**config.mk**
```make
export PLATFORM = sky130hd
export DESIGN_NAME = prd_decoder
export DESIGN_NICKNAME = d
export VERILOG_FILES = /design/src/prd_pkg.sv /design/src/prd_read_mux.sv /design/src/prd_decoder.sv
export VERILOG_INCLUDE_DIRS = /design/src
export SDC_FILE = /design/constraint.sdc
export NUM_CORES = 1
export LEC_CHECK = 0
export BUFFER_PORTS_ARGS = -buffer_cell sky130_fd_sc_hd__buf_4
export CAP_MARGIN = 20
export CORE_MARGIN = 3
export CORE_UTILIZATION = 40
export CTS_CLUSTER_DIAMETER = 100
export DETAILED_ROUTE_END_ITERATION = 16
export GPL_TIMING_DRIVEN = 1
export PLACE_DENSITY = 0.73
export SYNTH_ARGS = -nofsm -noshare
export SYNTH_HDL_FRONTEND = slang
export SYNTH_HIERARCHICAL = 1
export SYNTH_SLANG_ARGS = --single-unit
```
**constraint.sdc**
```tcl
create_clock -name clk -period 5.02 [get_ports clk]
set_clock_uncertainty 0.15 [all_clocks]
set_input_delay 0.251 -clock clk [delete_from_list [all_inputs] [get_ports clk]]
set_output_delay 0.251 -clock clk [all_outputs]
set_load 0.005 [all_outputs]
```
**src/prd_consts.svh**
```systemverilog
// offsets, field positions, page codes and reset values of the register map
// assumes inclusion by the package by bare name; the design modules use its macros through the package
`ifndef PRD_CONSTS_SVH
`define PRD_CONSTS_SVH

// -----------------------------------------------------------------
// widths
// -----------------------------------------------------------------
`define PRD_DATA_W 8
`define PRD_OFF_W 4

// -----------------------------------------------------------------
// command byte layout
// -----------------------------------------------------------------
`define PRD_CMD_PAGE_HIGH_BIT 7
`define PRD_CMD_PAGE_LOW_BIT 6
`define PRD_CMD_TX_BIT 2
`define PRD_CMD_RESET 8'h01

// -----------------------------------------------------------------
// page select codes (high bit, low bit)
// -----------------------------------------------------------------
`define PRD_PS_RUN 2'h0
`define PRD_PS_INIT 2'h1
`define PRD_PS_DIAG 2'h2

// -----------------------------------------------------------------
// offsets inside a page
// -----------------------------------------------------------------
`define PRD_OFF_CMD 4'h0
`define PRD_OFF_01 4'h1
`define PRD_OFF_02 4'h2
`define PRD_OFF_03 4'h3
`define PRD_OFF_04 4'h4
`define PRD_OFF_05 4'h5
`define PRD_OFF_06 4'h6
`define PRD_OFF_07 4'h7
`define PRD_OFF_08 4'h8
`define PRD_OFF_09 4'h9
`define PRD_OFF_0A 4'hA
`define PRD_OFF_0B 4'hB
`define PRD_OFF_0C 4'hC
`define PRD_OFF_0D 4'hD
`define PRD_OFF_0E 4'hE
`define PRD_OFF_0F 4'hF
`define PRD_OFF_STATION_FIRST 4'h1
`define PRD_OFF_STATION_LAST 4'h6
`define PRD_OFF_GROUP_FIRST 4'h8

// -----------------------------------------------------------------
// reset values and reserved read value
// -----------------------------------------------------------------
`define PRD_REG_RESET 8'h00
`define PRD_RESERVED_READ 8'h00

`endif

```
**src/prd_pkg.sv**
```systemverilog
// types and decode helpers of the paged register decoder
// assumes prd_consts.svh is on the include path
`default_nettype none

package prd_pkg;
`include "prd_consts.svh"

  typedef enum logic [1:0] {
    PRD_PAGE_RUN,
    PRD_PAGE_INIT,
    PRD_PAGE_DIAG,
    PRD_PAGE_LOCKED
  } prd_page_type;

  typedef struct packed {
    logic csS1;
    logic csS2;
    logic rdS1;
    logic rdS2;
    logic wrS1;
    logic wrS2;
    logic [3:0] offS1;
    logic [3:0] offS2;
    logic [7:0] datS1;
    logic [7:0] datS2;
    logic wrActive;
    logic [3:0] wrOff;
    logic [7:0] wrDat;
    logic [7:0] command;
    logic [15:0] localDma;
    logic [7:0] ringStart;
    logic [7:0] ringStop;
    logic [7:0] boundary;
    logic [7:0] txFirstPage;
    logic [15:0] txLength;
    logic [7:0] eventFlags;
    logic [15:0] hostDmaStart;
    logic [15:0] hostDmaCount;
    logic [7:0] rxSetup;
    logic [7:0] txSetup;
    logic [7:0] busDataSetup;
    logic [7:0] eventMask;
    logic [47:0] stationAddr;
    logic [7:0] rxWritePage;
    logic [63:0] groupFilter;
    logic [7:0] hostNextPtr;
    logic [7:0] netNextPtr;
    logic [15:0] addrCounter;
    logic [7:0] dataOut;
    logic dataOe;
  } prd_state_type;

  function automatic prd_page_type pageOf(input logic [7:0] cmd);
    logic [1:0] sel;
    sel = {cmd[`PRD_CMD_PAGE_HIGH_BIT], cmd[`PRD_CMD_PAGE_LOW_BIT]};
    if (sel == `PRD_PS_RUN)
      return PRD_PAGE_RUN;
    else if (sel == `PRD_PS_INIT)
      return PRD_PAGE_INIT;
    else if (sel == `PRD_PS_DIAG)
      return PRD_PAGE_DIAG;
    else
      return PRD_PAGE_LOCKED;
  endfunction

  function automatic logic hit(input prd_page_type pg,
                               input logic [3:0] off,
                               input prd_page_type wantPg,
                               input logic [3:0] wantOff);
    return (pg == wantPg) && (off == wantOff);
  endfunction
endpackage

`default_nettype wire

```
**src/prd_read_mux.sv**
```systemverilog
// read-side selector: one byte from page and offset
// assumes all sources are on the same clock; output is combinational
`timescale 1ns/1ps
`default_nettype none

module prd_read_mux
  import prd_pkg::*;
(
  input wire prd_page_type page,
  input wire logic [3:0] offset,
  input wire logic [7:0] command,
  input wire logic [15:0] localDma,
  input wire logic [7:0] ringStart,
  input wire logic [7:0] ringStop,
  input wire logic [7:0] boundary,
  input wire logic [7:0] txFirstPage,
  input wire logic [7:0] txResult,
  input wire logic [7:0] collisionTally,
  input wire logic [7:0] queuePeek,
  input wire logic [7:0] eventFlags,
  input wire logic [15:0] hostDmaView,
  input wire logic [7:0] rxResult,
  input wire logic [7:0] alignTally,
  input wire logic [7:0] crcTally,
  input wire logic [7:0] missedTally,
  input wire logic [7:0] rxSetup,
  input wire logic [7:0] txSetup,
  input wire logic [7:0] busDataSetup,
  input wire logic [7:0] eventMask,
  input wire logic [47:0] stationAddr,
  input wire logic [7:0] rxWritePage,
  input wire logic [63:0] groupFilter,
  input wire logic [7:0] hostNextPtr,
  input wire logic [7:0] netNextPtr,
  input wire logic [15:0] addrCounter,
  output logic [7:0] readByte
);

  logic [3:0] stIdx;
  logic [3:0] gfIdx;

  always_comb
  begin
    stIdx = offset - `PRD_OFF_STATION_FIRST;
    gfIdx = offset - `PRD_OFF_GROUP_FIRST;
    readByte = `PRD_RESERVED_READ;
    if (offset == `PRD_OFF_CMD)
      readByte = command;
    else if (page == PRD_PAGE_RUN)
    begin
      if (offset == `PRD_OFF_01)
        readByte = localDma[7:0];
      else if (offset == `PRD_OFF_02)
        readByte = localDma[15:8];
      else if (offset == `PRD_OFF_03)
        readByte = boundary;
      else if (offset == `PRD_OFF_04)
        readByte = txResult;
      else if (offset == `PRD_OFF_05)
        readByte = collisionTally;
      else if (offset == `PRD_OFF_06)
        readByte = queuePeek;
      else if (offset == `PRD_OFF_07)
        readByte = eventFlags;
      else if (offset == `PRD_OFF_08)
        readByte = hostDmaView[7:0];
      else if (offset == `PRD_OFF_09)
        readByte = hostDmaView[15:8];
      else if (offset == `PRD_OFF_0C)
        readByte = rxResult;
      else if (offset == `PRD_OFF_0D)
        readByte = alignTally;
      else if (offset == `PRD_OFF_0E)
        readByte = crcTally;
      else if (offset == `PRD_OFF_0F)
        readByte = missedTally;
    end
    else if (page == PRD_PAGE_INIT)
    begin
      if (offset <= `PRD_OFF_STATION_LAST)
        readByte = stationAddr[stIdx[2:0]*8 +: 8];
      else if (offset == `PRD_OFF_07)
        readByte = rxWritePage;
      else
        readByte = groupFilter[gfIdx[2:0]*8 +: 8];
    end
    else if (page == PRD_PAGE_DIAG)
    begin
      if (offset == `PRD_OFF_01)
        readByte = ringStart;
      else if (offset == `PRD_OFF_02)
        readByte = ringStop;
      else if (offset == `PRD_OFF_03)
        readByte = hostNextPtr;
      else if (offset == `PRD_OFF_04)
        readByte = txFirstPage;
      else if (offset == `PRD_OFF_05)
        readByte = netNextPtr;
      else if (offset == `PRD_OFF_06)
        readByte = addrCounter[15:8];
      else if (offset == `PRD_OFF_07)
        readByte = addrCounter[7:0];
      else if (offset == `PRD_OFF_0C)
        readByte = rxSetup;
      else if (offset == `PRD_OFF_0D)
        readByte = txSetup;
      else if (offset == `PRD_OFF_0E)
        readByte = busDataSetup;
      else if (offset == `PRD_OFF_0F)
        readByte = eventMask;
    end
  end

endmodule

`default_nettype wire

```
**src/prd_decoder.sv**
```systemverilog
// paged register decoder: host pin port, page decode and register store
// assumes host strobes are asynchronous pins; core inputs share clk
`timescale 1ns/1ps
`default_nettype none

module prd_decoder
  import prd_pkg::*;
(
  input wire logic clk,
  input wire logic rstn,
  input wire logic chipSelectN,
  input wire logic readStrobeN,
  input wire logic writeStrobeN,
  input wire logic [3:0] registerOffsetIn,
  input wire logic [7:0] dataIn,
  output logic [7:0] dataOut,
  output logic dataOe,
  input wire logic txDoneIn,
  input wire logic localDmaUpdate,
  input wire logic [15:0] localDmaNext,
  input wire logic [7:0] txResultIn,
  input wire logic [7:0] collisionTallyIn,
  input wire logic [7:0] queuePeekIn,
  input wire logic [7:0] eventSetIn,
  input wire logic [15:0] hostDmaViewIn,
  input wire logic [7:0] rxResultIn,
  input wire logic [7:0] alignTallyIn,
  input wire logic [7:0] crcTallyIn,
  input wire logic [7:0] missedTallyIn,
  output logic [7:0] commandControl,
  output logic [15:0] localDmaAddr,
  output logic [7:0] ringStartPage,
  output logic [7:0] ringStopPage,
  output logic [7:0] ringBoundary,
  output logic [7:0] txFirstPage,
  output logic [15:0] txLength,
  output logic [7:0] eventFlags,
  output logic [15:0] hostDmaStart,
  output logic [15:0] hostDmaCount,
  output logic [7:0] rxSetup,
  output logic [7:0] txSetup,
  output logic [7:0] busDataSetup,
  output logic [7:0] eventEnableMask,
  output logic [47:0] stationAddr,
  output logic [7:0] rxWritePage,
  output logic [63:0] groupFilter,
  output logic [7:0] hostNextPtr,
  output logic [7:0] netNextPtr,
  output logic [15:0] addrCounter
);

  // -----------------------------------------------------------------
  // state
  // -----------------------------------------------------------------
  prd_state_type q;
  prd_state_type d;
  prd_page_type curPage;
  prd_page_type wrPage;
  logic [7:0] readByte;
  logic commit;
  logic readActive;
  logic [3:0] stIdx;
  logic [3:0] gfIdx;
  logic [7:0] clearMask;

  assign curPage = pageOf(q.command);
  assign wrPage = curPage;

  // -----------------------------------------------------------------
  // read selection
  // -----------------------------------------------------------------
  prd_read_mux readMux (
    .page(curPage),
    .offset(q.offS2),
    .command(q.command),
    .localDma(q.localDma),
    .ringStart(q.ringStart),
    .ringStop(q.ringStop),
    .boundary(q.boundary),
    .txFirstPage(q.txFirstPage),
    .txResult(txResultIn),
    .collisionTally(collisionTallyIn),
    .queuePeek(queuePeekIn),
    .eventFlags(q.eventFlags),
    .hostDmaView(hostDmaViewIn),
    .rxResult(rxResultIn),
    .alignTally(alignTallyIn),
    .crcTally(crcTallyIn),
    .missedTally(missedTallyIn),
    .rxSetup(q.rxSetup),
    .txSetup(q.txSetup),
    .busDataSetup(q.busDataSetup),
    .eventMask(q.eventMask),
    .stationAddr(q.stationAddr),
    .rxWritePage(q.rxWritePage),
    .groupFilter(q.groupFilter),
    .hostNextPtr(q.hostNextPtr),
    .netNextPtr(q.netNextPtr),
    .addrCounter(q.addrCounter),
    .readByte(readByte)
  );

  // -----------------------------------------------------------------
  // next state
  // -----------------------------------------------------------------
  always_comb
  begin
    d = q;
    // pins pass two flops; stage one feeds stage two only
    d.csS1 = chipSelectN;
    d.csS2 = q.csS1;
    d.rdS1 = readStrobeN;
    d.rdS2 = q.rdS1;
    d.wrS1 = writeStrobeN;
    d.wrS2 = q.wrS1;
    d.offS1 = registerOffsetIn;
    d.offS2 = q.offS1;
    d.datS1 = dataIn;
    d.datS2 = q.datS1;

    // write commits on the trailing edge, when address and data are stable
    d.wrActive = ~q.csS2 & ~q.wrS2;
    if (d.wrActive)
    begin
      d.wrOff = q.offS2;
      d.wrDat = q.datS2;
    end
    commit = q.wrActive & ~d.wrActive;
    stIdx = q.wrOff - `PRD_OFF_STATION_FIRST;
    gfIdx = q.wrOff - `PRD_OFF_GROUP_FIRST;

    // core side updates before host writes
    if (txDoneIn)
      d.command[`PRD_CMD_TX_BIT] = 1'b0;
    if (localDmaUpdate)
      d.localDma = localDmaNext;

    // event flags: host writes ones to clear; a new event wins
    clearMask = 8'h00;
    if (commit && hit(wrPage, q.wrOff, PRD_PAGE_RUN, `PRD_OFF_07))
      clearMask = q.wrDat;
    d.eventFlags = (q.eventFlags & ~clearMask) | eventSetIn;

    if (commit)
    begin
      if (q.wrOff == `PRD_OFF_CMD)
        d.command = q.wrDat;
      else if (wrPage == PRD_PAGE_RUN)
      begin
        if (q.wrOff == `PRD_OFF_01)
          d.ringStart = q.wrDat;
        else if (q.wrOff == `PRD_OFF_02)
          d.ringStop = q.wrDat;
        else if (q.wrOff == `PRD_OFF_03)
          d.boundary = q.wrDat;
        else if (q.wrOff == `PRD_OFF_04)
          d.txFirstPage = q.wrDat;
        else if (q.wrOff == `PRD_OFF_05)
          d.txLength[7:0] = q.wrDat;
        else if (q.wrOff == `PRD_OFF_06)
          d.txLength[15:8] = q.wrDat;
        else if (q.wrOff == `PRD_OFF_08)
          d.hostDmaStart[7:0] = q.wrDat;
        else if (q.wrOff == `PRD_OFF_09)
          d.hostDmaStart[15:8] = q.wrDat;
        else if (q.wrOff == `PRD_OFF_0A)
          d.hostDmaCount[7:0] = q.wrDat;
        else if (q.wrOff == `PRD_OFF_0B)
          d.hostDmaCount[15:8] = q.wrDat;
        else if (q.wrOff == `PRD_OFF_0C)
          d.rxSetup = q.wrDat;
        else if (q.wrOff == `PRD_OFF_0D)
          d.txSetup = q.wrDat;
        else if (q.wrOff == `PRD_OFF_0E)
          d.busDataSetup = q.wrDat;
        else if (q.wrOff == `PRD_OFF_0F)
          d.eventMask = q.wrDat;
      end
      else if (wrPage == PRD_PAGE_INIT)
      begin
        if (q.wrOff <= `PRD_OFF_STATION_LAST)
          d.stationAddr[stIdx[2:0]*8 +: 8] = q.wrDat;
        else if (q.wrOff == `PRD_OFF_07)
          d.rxWritePage = q.wrDat;
        else
          d.groupFilter[gfIdx[2:0]*8 +: 8] = q.wrDat;
      end
      else if (wrPage == PRD_PAGE_DIAG)
      begin
        // diagnostic page writes trust the host to stay out in normal work
        if (q.wrOff == `PRD_OFF_01)
          d.localDma[7:0] = q.wrDat;
        else if (q.wrOff == `PRD_OFF_02)
          d.localDma[15:8] = q.wrDat;
        else if (q.wrOff == `PRD_OFF_03)
          d.hostNextPtr = q.wrDat;
        else if (q.wrOff == `PRD_OFF_05)
          d.netNextPtr = q.wrDat;
        else if (q.wrOff == `PRD_OFF_06)
          d.addrCounter[15:8] = q.wrDat;
        else if (q.wrOff == `PRD_OFF_07)
          d.addrCounter[7:0] = q.wrDat;
        // 04 and 08-0F are reserved here: dropped
      end
      // page 3 writes other than command are dropped
    end

    // read data driven while the synced strobe stays low
    readActive = ~q.csS2 & ~q.rdS2;
    d.dataOe = readActive;
    d.dataOut = readActive ? readByte : 8'h00;
  end

  // -----------------------------------------------------------------
  // registers
  // -----------------------------------------------------------------
  always_ff @(posedge clk or negedge rstn)
  begin
    if (!rstn)
    begin
      q <= '0;
      // strobes idle high so no false access is seen after reset
      q.csS1 <= 1'b1;
      q.csS2 <= 1'b1;
      q.rdS1 <= 1'b1;
      q.rdS2 <= 1'b1;
      q.wrS1 <= 1'b1;
      q.wrS2 <= 1'b1;
      q.command <= `PRD_CMD_RESET;
    end
    else
      q <= d;
  end

  // -----------------------------------------------------------------
  // outputs
  // -----------------------------------------------------------------
  assign dataOut = q.dataOut;
  assign dataOe = q.dataOe;
  assign commandControl = q.command;
  assign localDmaAddr = q.localDma;
  assign ringStartPage = q.ringStart;
  assign ringStopPage = q.ringStop;
  assign ringBoundary = q.boundary;
  assign txFirstPage = q.txFirstPage;
  assign txLength = q.txLength;
  assign eventFlags = q.eventFlags;
  assign hostDmaStart = q.hostDmaStart;
  assign hostDmaCount = q.hostDmaCount;
  assign rxSetup = q.rxSetup;
  assign txSetup = q.txSetup;
  assign busDataSetup = q.busDataSetup;
  assign eventEnableMask = q.eventMask;
  assign stationAddr = q.stationAddr;
  assign rxWritePage = q.rxWritePage;
  assign groupFilter = q.groupFilter;
  assign hostNextPtr = q.hostNextPtr;
  assign netNextPtr = q.netNextPtr;
  assign addrCounter = q.addrCounter;

endmodule

`default_nettype wire

```
==> run summary <==
The flow ran to the end, and the final reports show no timing, DRC or antenna violations. The wire-length estimate of the detail-placed layout is 55.1 mm. The longest clock path from root to sink contains 3 buffers.

The share of post-route cells with drive strength above 1 works out to 42.1%. Cell internal power was estimated by the tool at 5.97 mW. Maximum frequency from static timing analysis: 274 MHz. In the post-synthesis netlist, the biggest area contributors are dfrtp_1 (43%), mux2_2 (14%), buf_4 (12%).

The tools report the capturing element type of the critical path as a flop. The worst setup path is launched from a flop. The number of cells on the worst hold path was 3. The run gives 11.2 nW as the cell leakage power.

Setup repair after global routing left no endpoint under its margin. The worst path required time came out at 5.31 ns. In this run, synthesis inferred 0 flip-flops with an integrated enable. The initial utilization of the core area, before any placement, comes to 40.9%. Across all layers, the routed design uses 15200 vias. The logs give 21.7% for the combinational group share of total power and 6.56 mm for the met3 wire length. Count of fill cells added during filler insertion: 4358. The logs give 1947 for the synthesized net count and 6 for the number of detailed-routing iterations run before antenna repair. The uppermost layer routed was met5. The die is 228 µm wide. In this run the number of H-tree levels came out at 2. The sequential group share of total power was 41.2%; the simple-gate portion of the synthesized area was 9.88%. The tools report the sum of routed wire length over all layers as 75.1 mm.

The clock-pin slew on the worst setup and hold paths was 0.06 ns. Among all flip-flop cells after synthesis, the most frequent one is dfrtp_1. The total count of max-transition violations in the final report came out at 0. In this run, post-CTS repair resized a total of 0 instances.

Entering global routing, the biggest net connects 129 pins. In the layout the commonest cells are buf_4 (445), dfrtp_1 (337), mux2_2 (240). The synthesized netlist devotes 9.90% of its cell area to compound gates. Net switching is 31.0% of the power. The peak ir drop on the vdd network is 0.000225 V. The root cell of the clock tree is clkbuf_16. Count of placed standard cells in the final layout, fillers left out: 2617. The average instance area after synthesis was 10.8 µm². The tools report the number of primary I/O pins as 420.

After synthesis, the share of cell area in mux cells is 19.7%. After detailed routing, the number of vias per cell comes to 5.79. The critical path goes through buf_4 > inv_1 > ha_1 > ha_1 > nand2b_1 > nor2_1 > nand4_4 > mux2_2. The met2 wirelength from detailed routing is 35.1 mm, and the global placer's final weighted congestion is 0.965.

Among the stages of the critical path, the cell type that occurs most often is ha_1. After detailed routing, the average wire length per cell comes to 28.7 µm. In this run the power spent charging and discharging nets is 2.68 mW.

The worst relative slew slack was 19.9%. The count of buffer and inverter cells on the critical path is 2. The latest clock arrival within the worst-skew pair came out at 0.57 ns. The number of global-route vias before repair is 15300, and the total congestion overflow after global routing is 0.

Global routing used 27.9% of the available tracks. The clock network fraction of total power is 37.1%. After detailed routing, the number of remaining DRC violations is 0. For the pin with the worst max-slew slack, the measured transition is 1.20 ns. Counting I/O delays and the setup requirement, the final critical path takes 3.65 ns. The count of antenna-violating nets left after detailed routing came out at 0. Setup violations remaining at the end of the flow were counted as 0. For the number of distinct standard cells referenced by the synthesized netlist, the log shows 73.

The run gives 2056 as the count of nets after finishing. Post-route cell area: 23000 µm². The path class of the tightest hold or removal check is in2reg. The worst stage delay on the critical path is 0.56 ns, and the adder-cell share of the synthesized area is 0.888%. For this run, asynchronously set or reset flops after synthesis account for 100%.

The post-cts hold buffer count was 42. Adding up every negative setup slack in the final design gives 0 ns. The run gives 7 as the initial antenna violation count.

Grouping stages by cell kind, the critical path spends the most delay in simple AND/OR/NAND/NOR gates. In this run the worst path has a maximum fanout of 31. The multi-input combinational cells in the finished layout cover a total of 7970 µm².

The first global-routing pass estimated 109 mm of wire. In this run the cell area measured after placement is 21100 µm². The run gives 0 as the number of max-capacitance violations reported.

In this run the post-CTS setup repair buffer count came out at 0. The worst setup path is of the reg2reg kind. The ratio of total power to cell area is 375 nW/µm². Summing every instance area after synthesis gives 19700 µm². The flip-flop and latch count after synthesis is 348, and the number of placed instances, taps included is 2497.

The total CTS buffers was 41; the area fraction of the dominant cell type after synthesis was 43.3%. The count of yosys warnings during synthesis was 6; the initial DRC count was 1823. In this run the standard cell core region covers 48200 µm².

In the final routing, the length of wire on met1 measures 30.9 mm. The post-route fraction of the period consumed by the critical path is 72.7%, and the register area is 8720 µm². By area, the combinational part of the netlist is dominated by multiplexers. The sequential area share after synthesis came out at 44.2%. Measured along the y axis, the die boundary spans 228 µm. The clock net sink count is 348.

Row generation in the floorplan step produced 80 rows. The tools report the number of standard cells after synthesis as 1818. TritonCTS built the clock tree. Arrival time at the worst endpoint: 3.94 ns. Library cell contributing the largest single delay on the critical path: nor2_1. The final hold violation count is 0, and the count of input and output buffers is 419. The cell type contributing the most total cell area after synthesis was dfrtp_1. Compared with the post-synthesis result, the final layout area differs by 16.8%. After Yosys synthesis, XOR and XNOR cells account for 0.0444% of the synthesized area. The library cell used most frequently in the layout, excluding fill and tap cells, is buf_4. The count of cells along the worst register-to-register path works out to 8.

The die covers 52000 µm². The cell depth of the worst setup path was 8.
-- stage by stage --
step	worst slack, ns	power, mW	utilization (%)	hold slack (ns)
5_1_grt	1.16	8.98	47.7	0.0276
2_1_floorplan	1.93	4.64	-	-0.195
6_report	1.37	8.65	47.7	0.0394
3_3_place_gp	1.51	5.37	43.7	0.186
3_5_place_dp	1.41	5.42	43.8	0.187
4_1_cts	1.40	8.67	47.7	0.00286
-- registers in the layout, summed over array words and instances, names as in the netlist, 15 cells and up --
signal and flops:
localDmaAddr 16, addrCounter 16, d 15, hostDmaStart 16, txLength 16, stationAddr 48
groupFilter 64, hostDmaCount 16, q 28
-- synthesized netlist by cell type, drive strengths merged, types with 7 or more instances --
| master | instances |
|---|---|
| mux2 | 241 |
| a21oi | 45 |
| a221oi | 17 |
| dfrtp | 341 |
| a211oi | 10 |
| a31oi | 8 |
| nand2b | 17 |
| ha | 14 |
| a21o | 9 |
| a22oi | 19 |
| and3 | 19 |
| nor3 | 18 |
| mux4 | 22 |
| nor3b | 8 |
| nor2b | 24 |
| nor2 | 81 |
| clkbuf | 72 |
| nand2 | 120 |
| o22ai | 31 |
| o21ai | 50 |
| o221ai | 13 |
| and2 | 16 |
| nand3 | 23 |
| dfstp | 7 |
| a22o | 12 |
| mux2i | 67 |
| buf | 352 |
| inv | 53 |
| nand4 | 18 |
| a221o | 12 |
| o2111ai | 8 |
-- worst reg2reg max path, stage by stage (launching register included) --
cell	delay, ns
dfrtp_1	0.36
buf_4	0.23
inv_1	0.28
ha_1	0.52
ha_1	0.53
nand2b_1	0.30
nor2_1	0.56
nand4_4	0.26
mux2_2	0.35
-- path summary, 6_finish.rpt --
kind | slack [ns] | to | from
setup / recovery | 1.37 | stationAddr[34] | q[313]
hold / removal | 0.04 | localDmaAddr[10] | localDmaUpdate
setup reg to reg | 1.37 | stationAddr[34] | q[313]
hold reg to reg | 0.20 | q[321] | d[321]
max in group asynchronous | 3.14 | q[306] | rstn
min in group asynchronous | 0.18 | groupFilter[29] | rstn
-- cell type report --
| class | count | area share (%) |
|---|---|---|
| multi-input cells | 991 | 34.6 |
| diodes | 2 | 0.0217 |
| clock inverters | 17 | 1.10 |
| flip-flops and latches | 348 | 37.9 |
| well taps | 656 | 3.56 |
| inverters | 55 | 0.896 |
| repair buffers | 490 | 16.6 |
| clock buffers | 58 | 5.34 |
-- cells by family (layout without fill, tap and decap cells) --
| group | after synthesis | count (layout) |
|---|---|---|
| AO/OA/AOI/OAI | 276 | 276 |
| XOR/XNOR | 1 | 1 |
| adder cells (fa/ha/maj) | 14 | 14 |
| buffers and inverters | 479 | 620 |
| flip-flops | 348 | 348 |
| multiplexers | 330 | 330 |
| other | 0 | 2 |
| AND/OR/NAND/NOR | 370 | 370 |
-- layer usage --
layer	GRT usage, %	up-vias
met1	37.3	7734
li1	-	6353
met3	6.46	154
met5	0	-
met4	9.06	6
met2	45.2	906
-- power groups by stage --
stage	logic, mW	registers, mW	clock network [mW]
2_1_floorplan	1.31	3.32	0
3_3_place_gp	1.78	3.59	0
3_5_place_dp	1.82	3.60	0
4_1_cts	1.85	3.55	3.27
5_1_grt	1.99	3.59	3.40
6_report	1.87	3.56	3.21
Power figures use the tool's default switching activity.
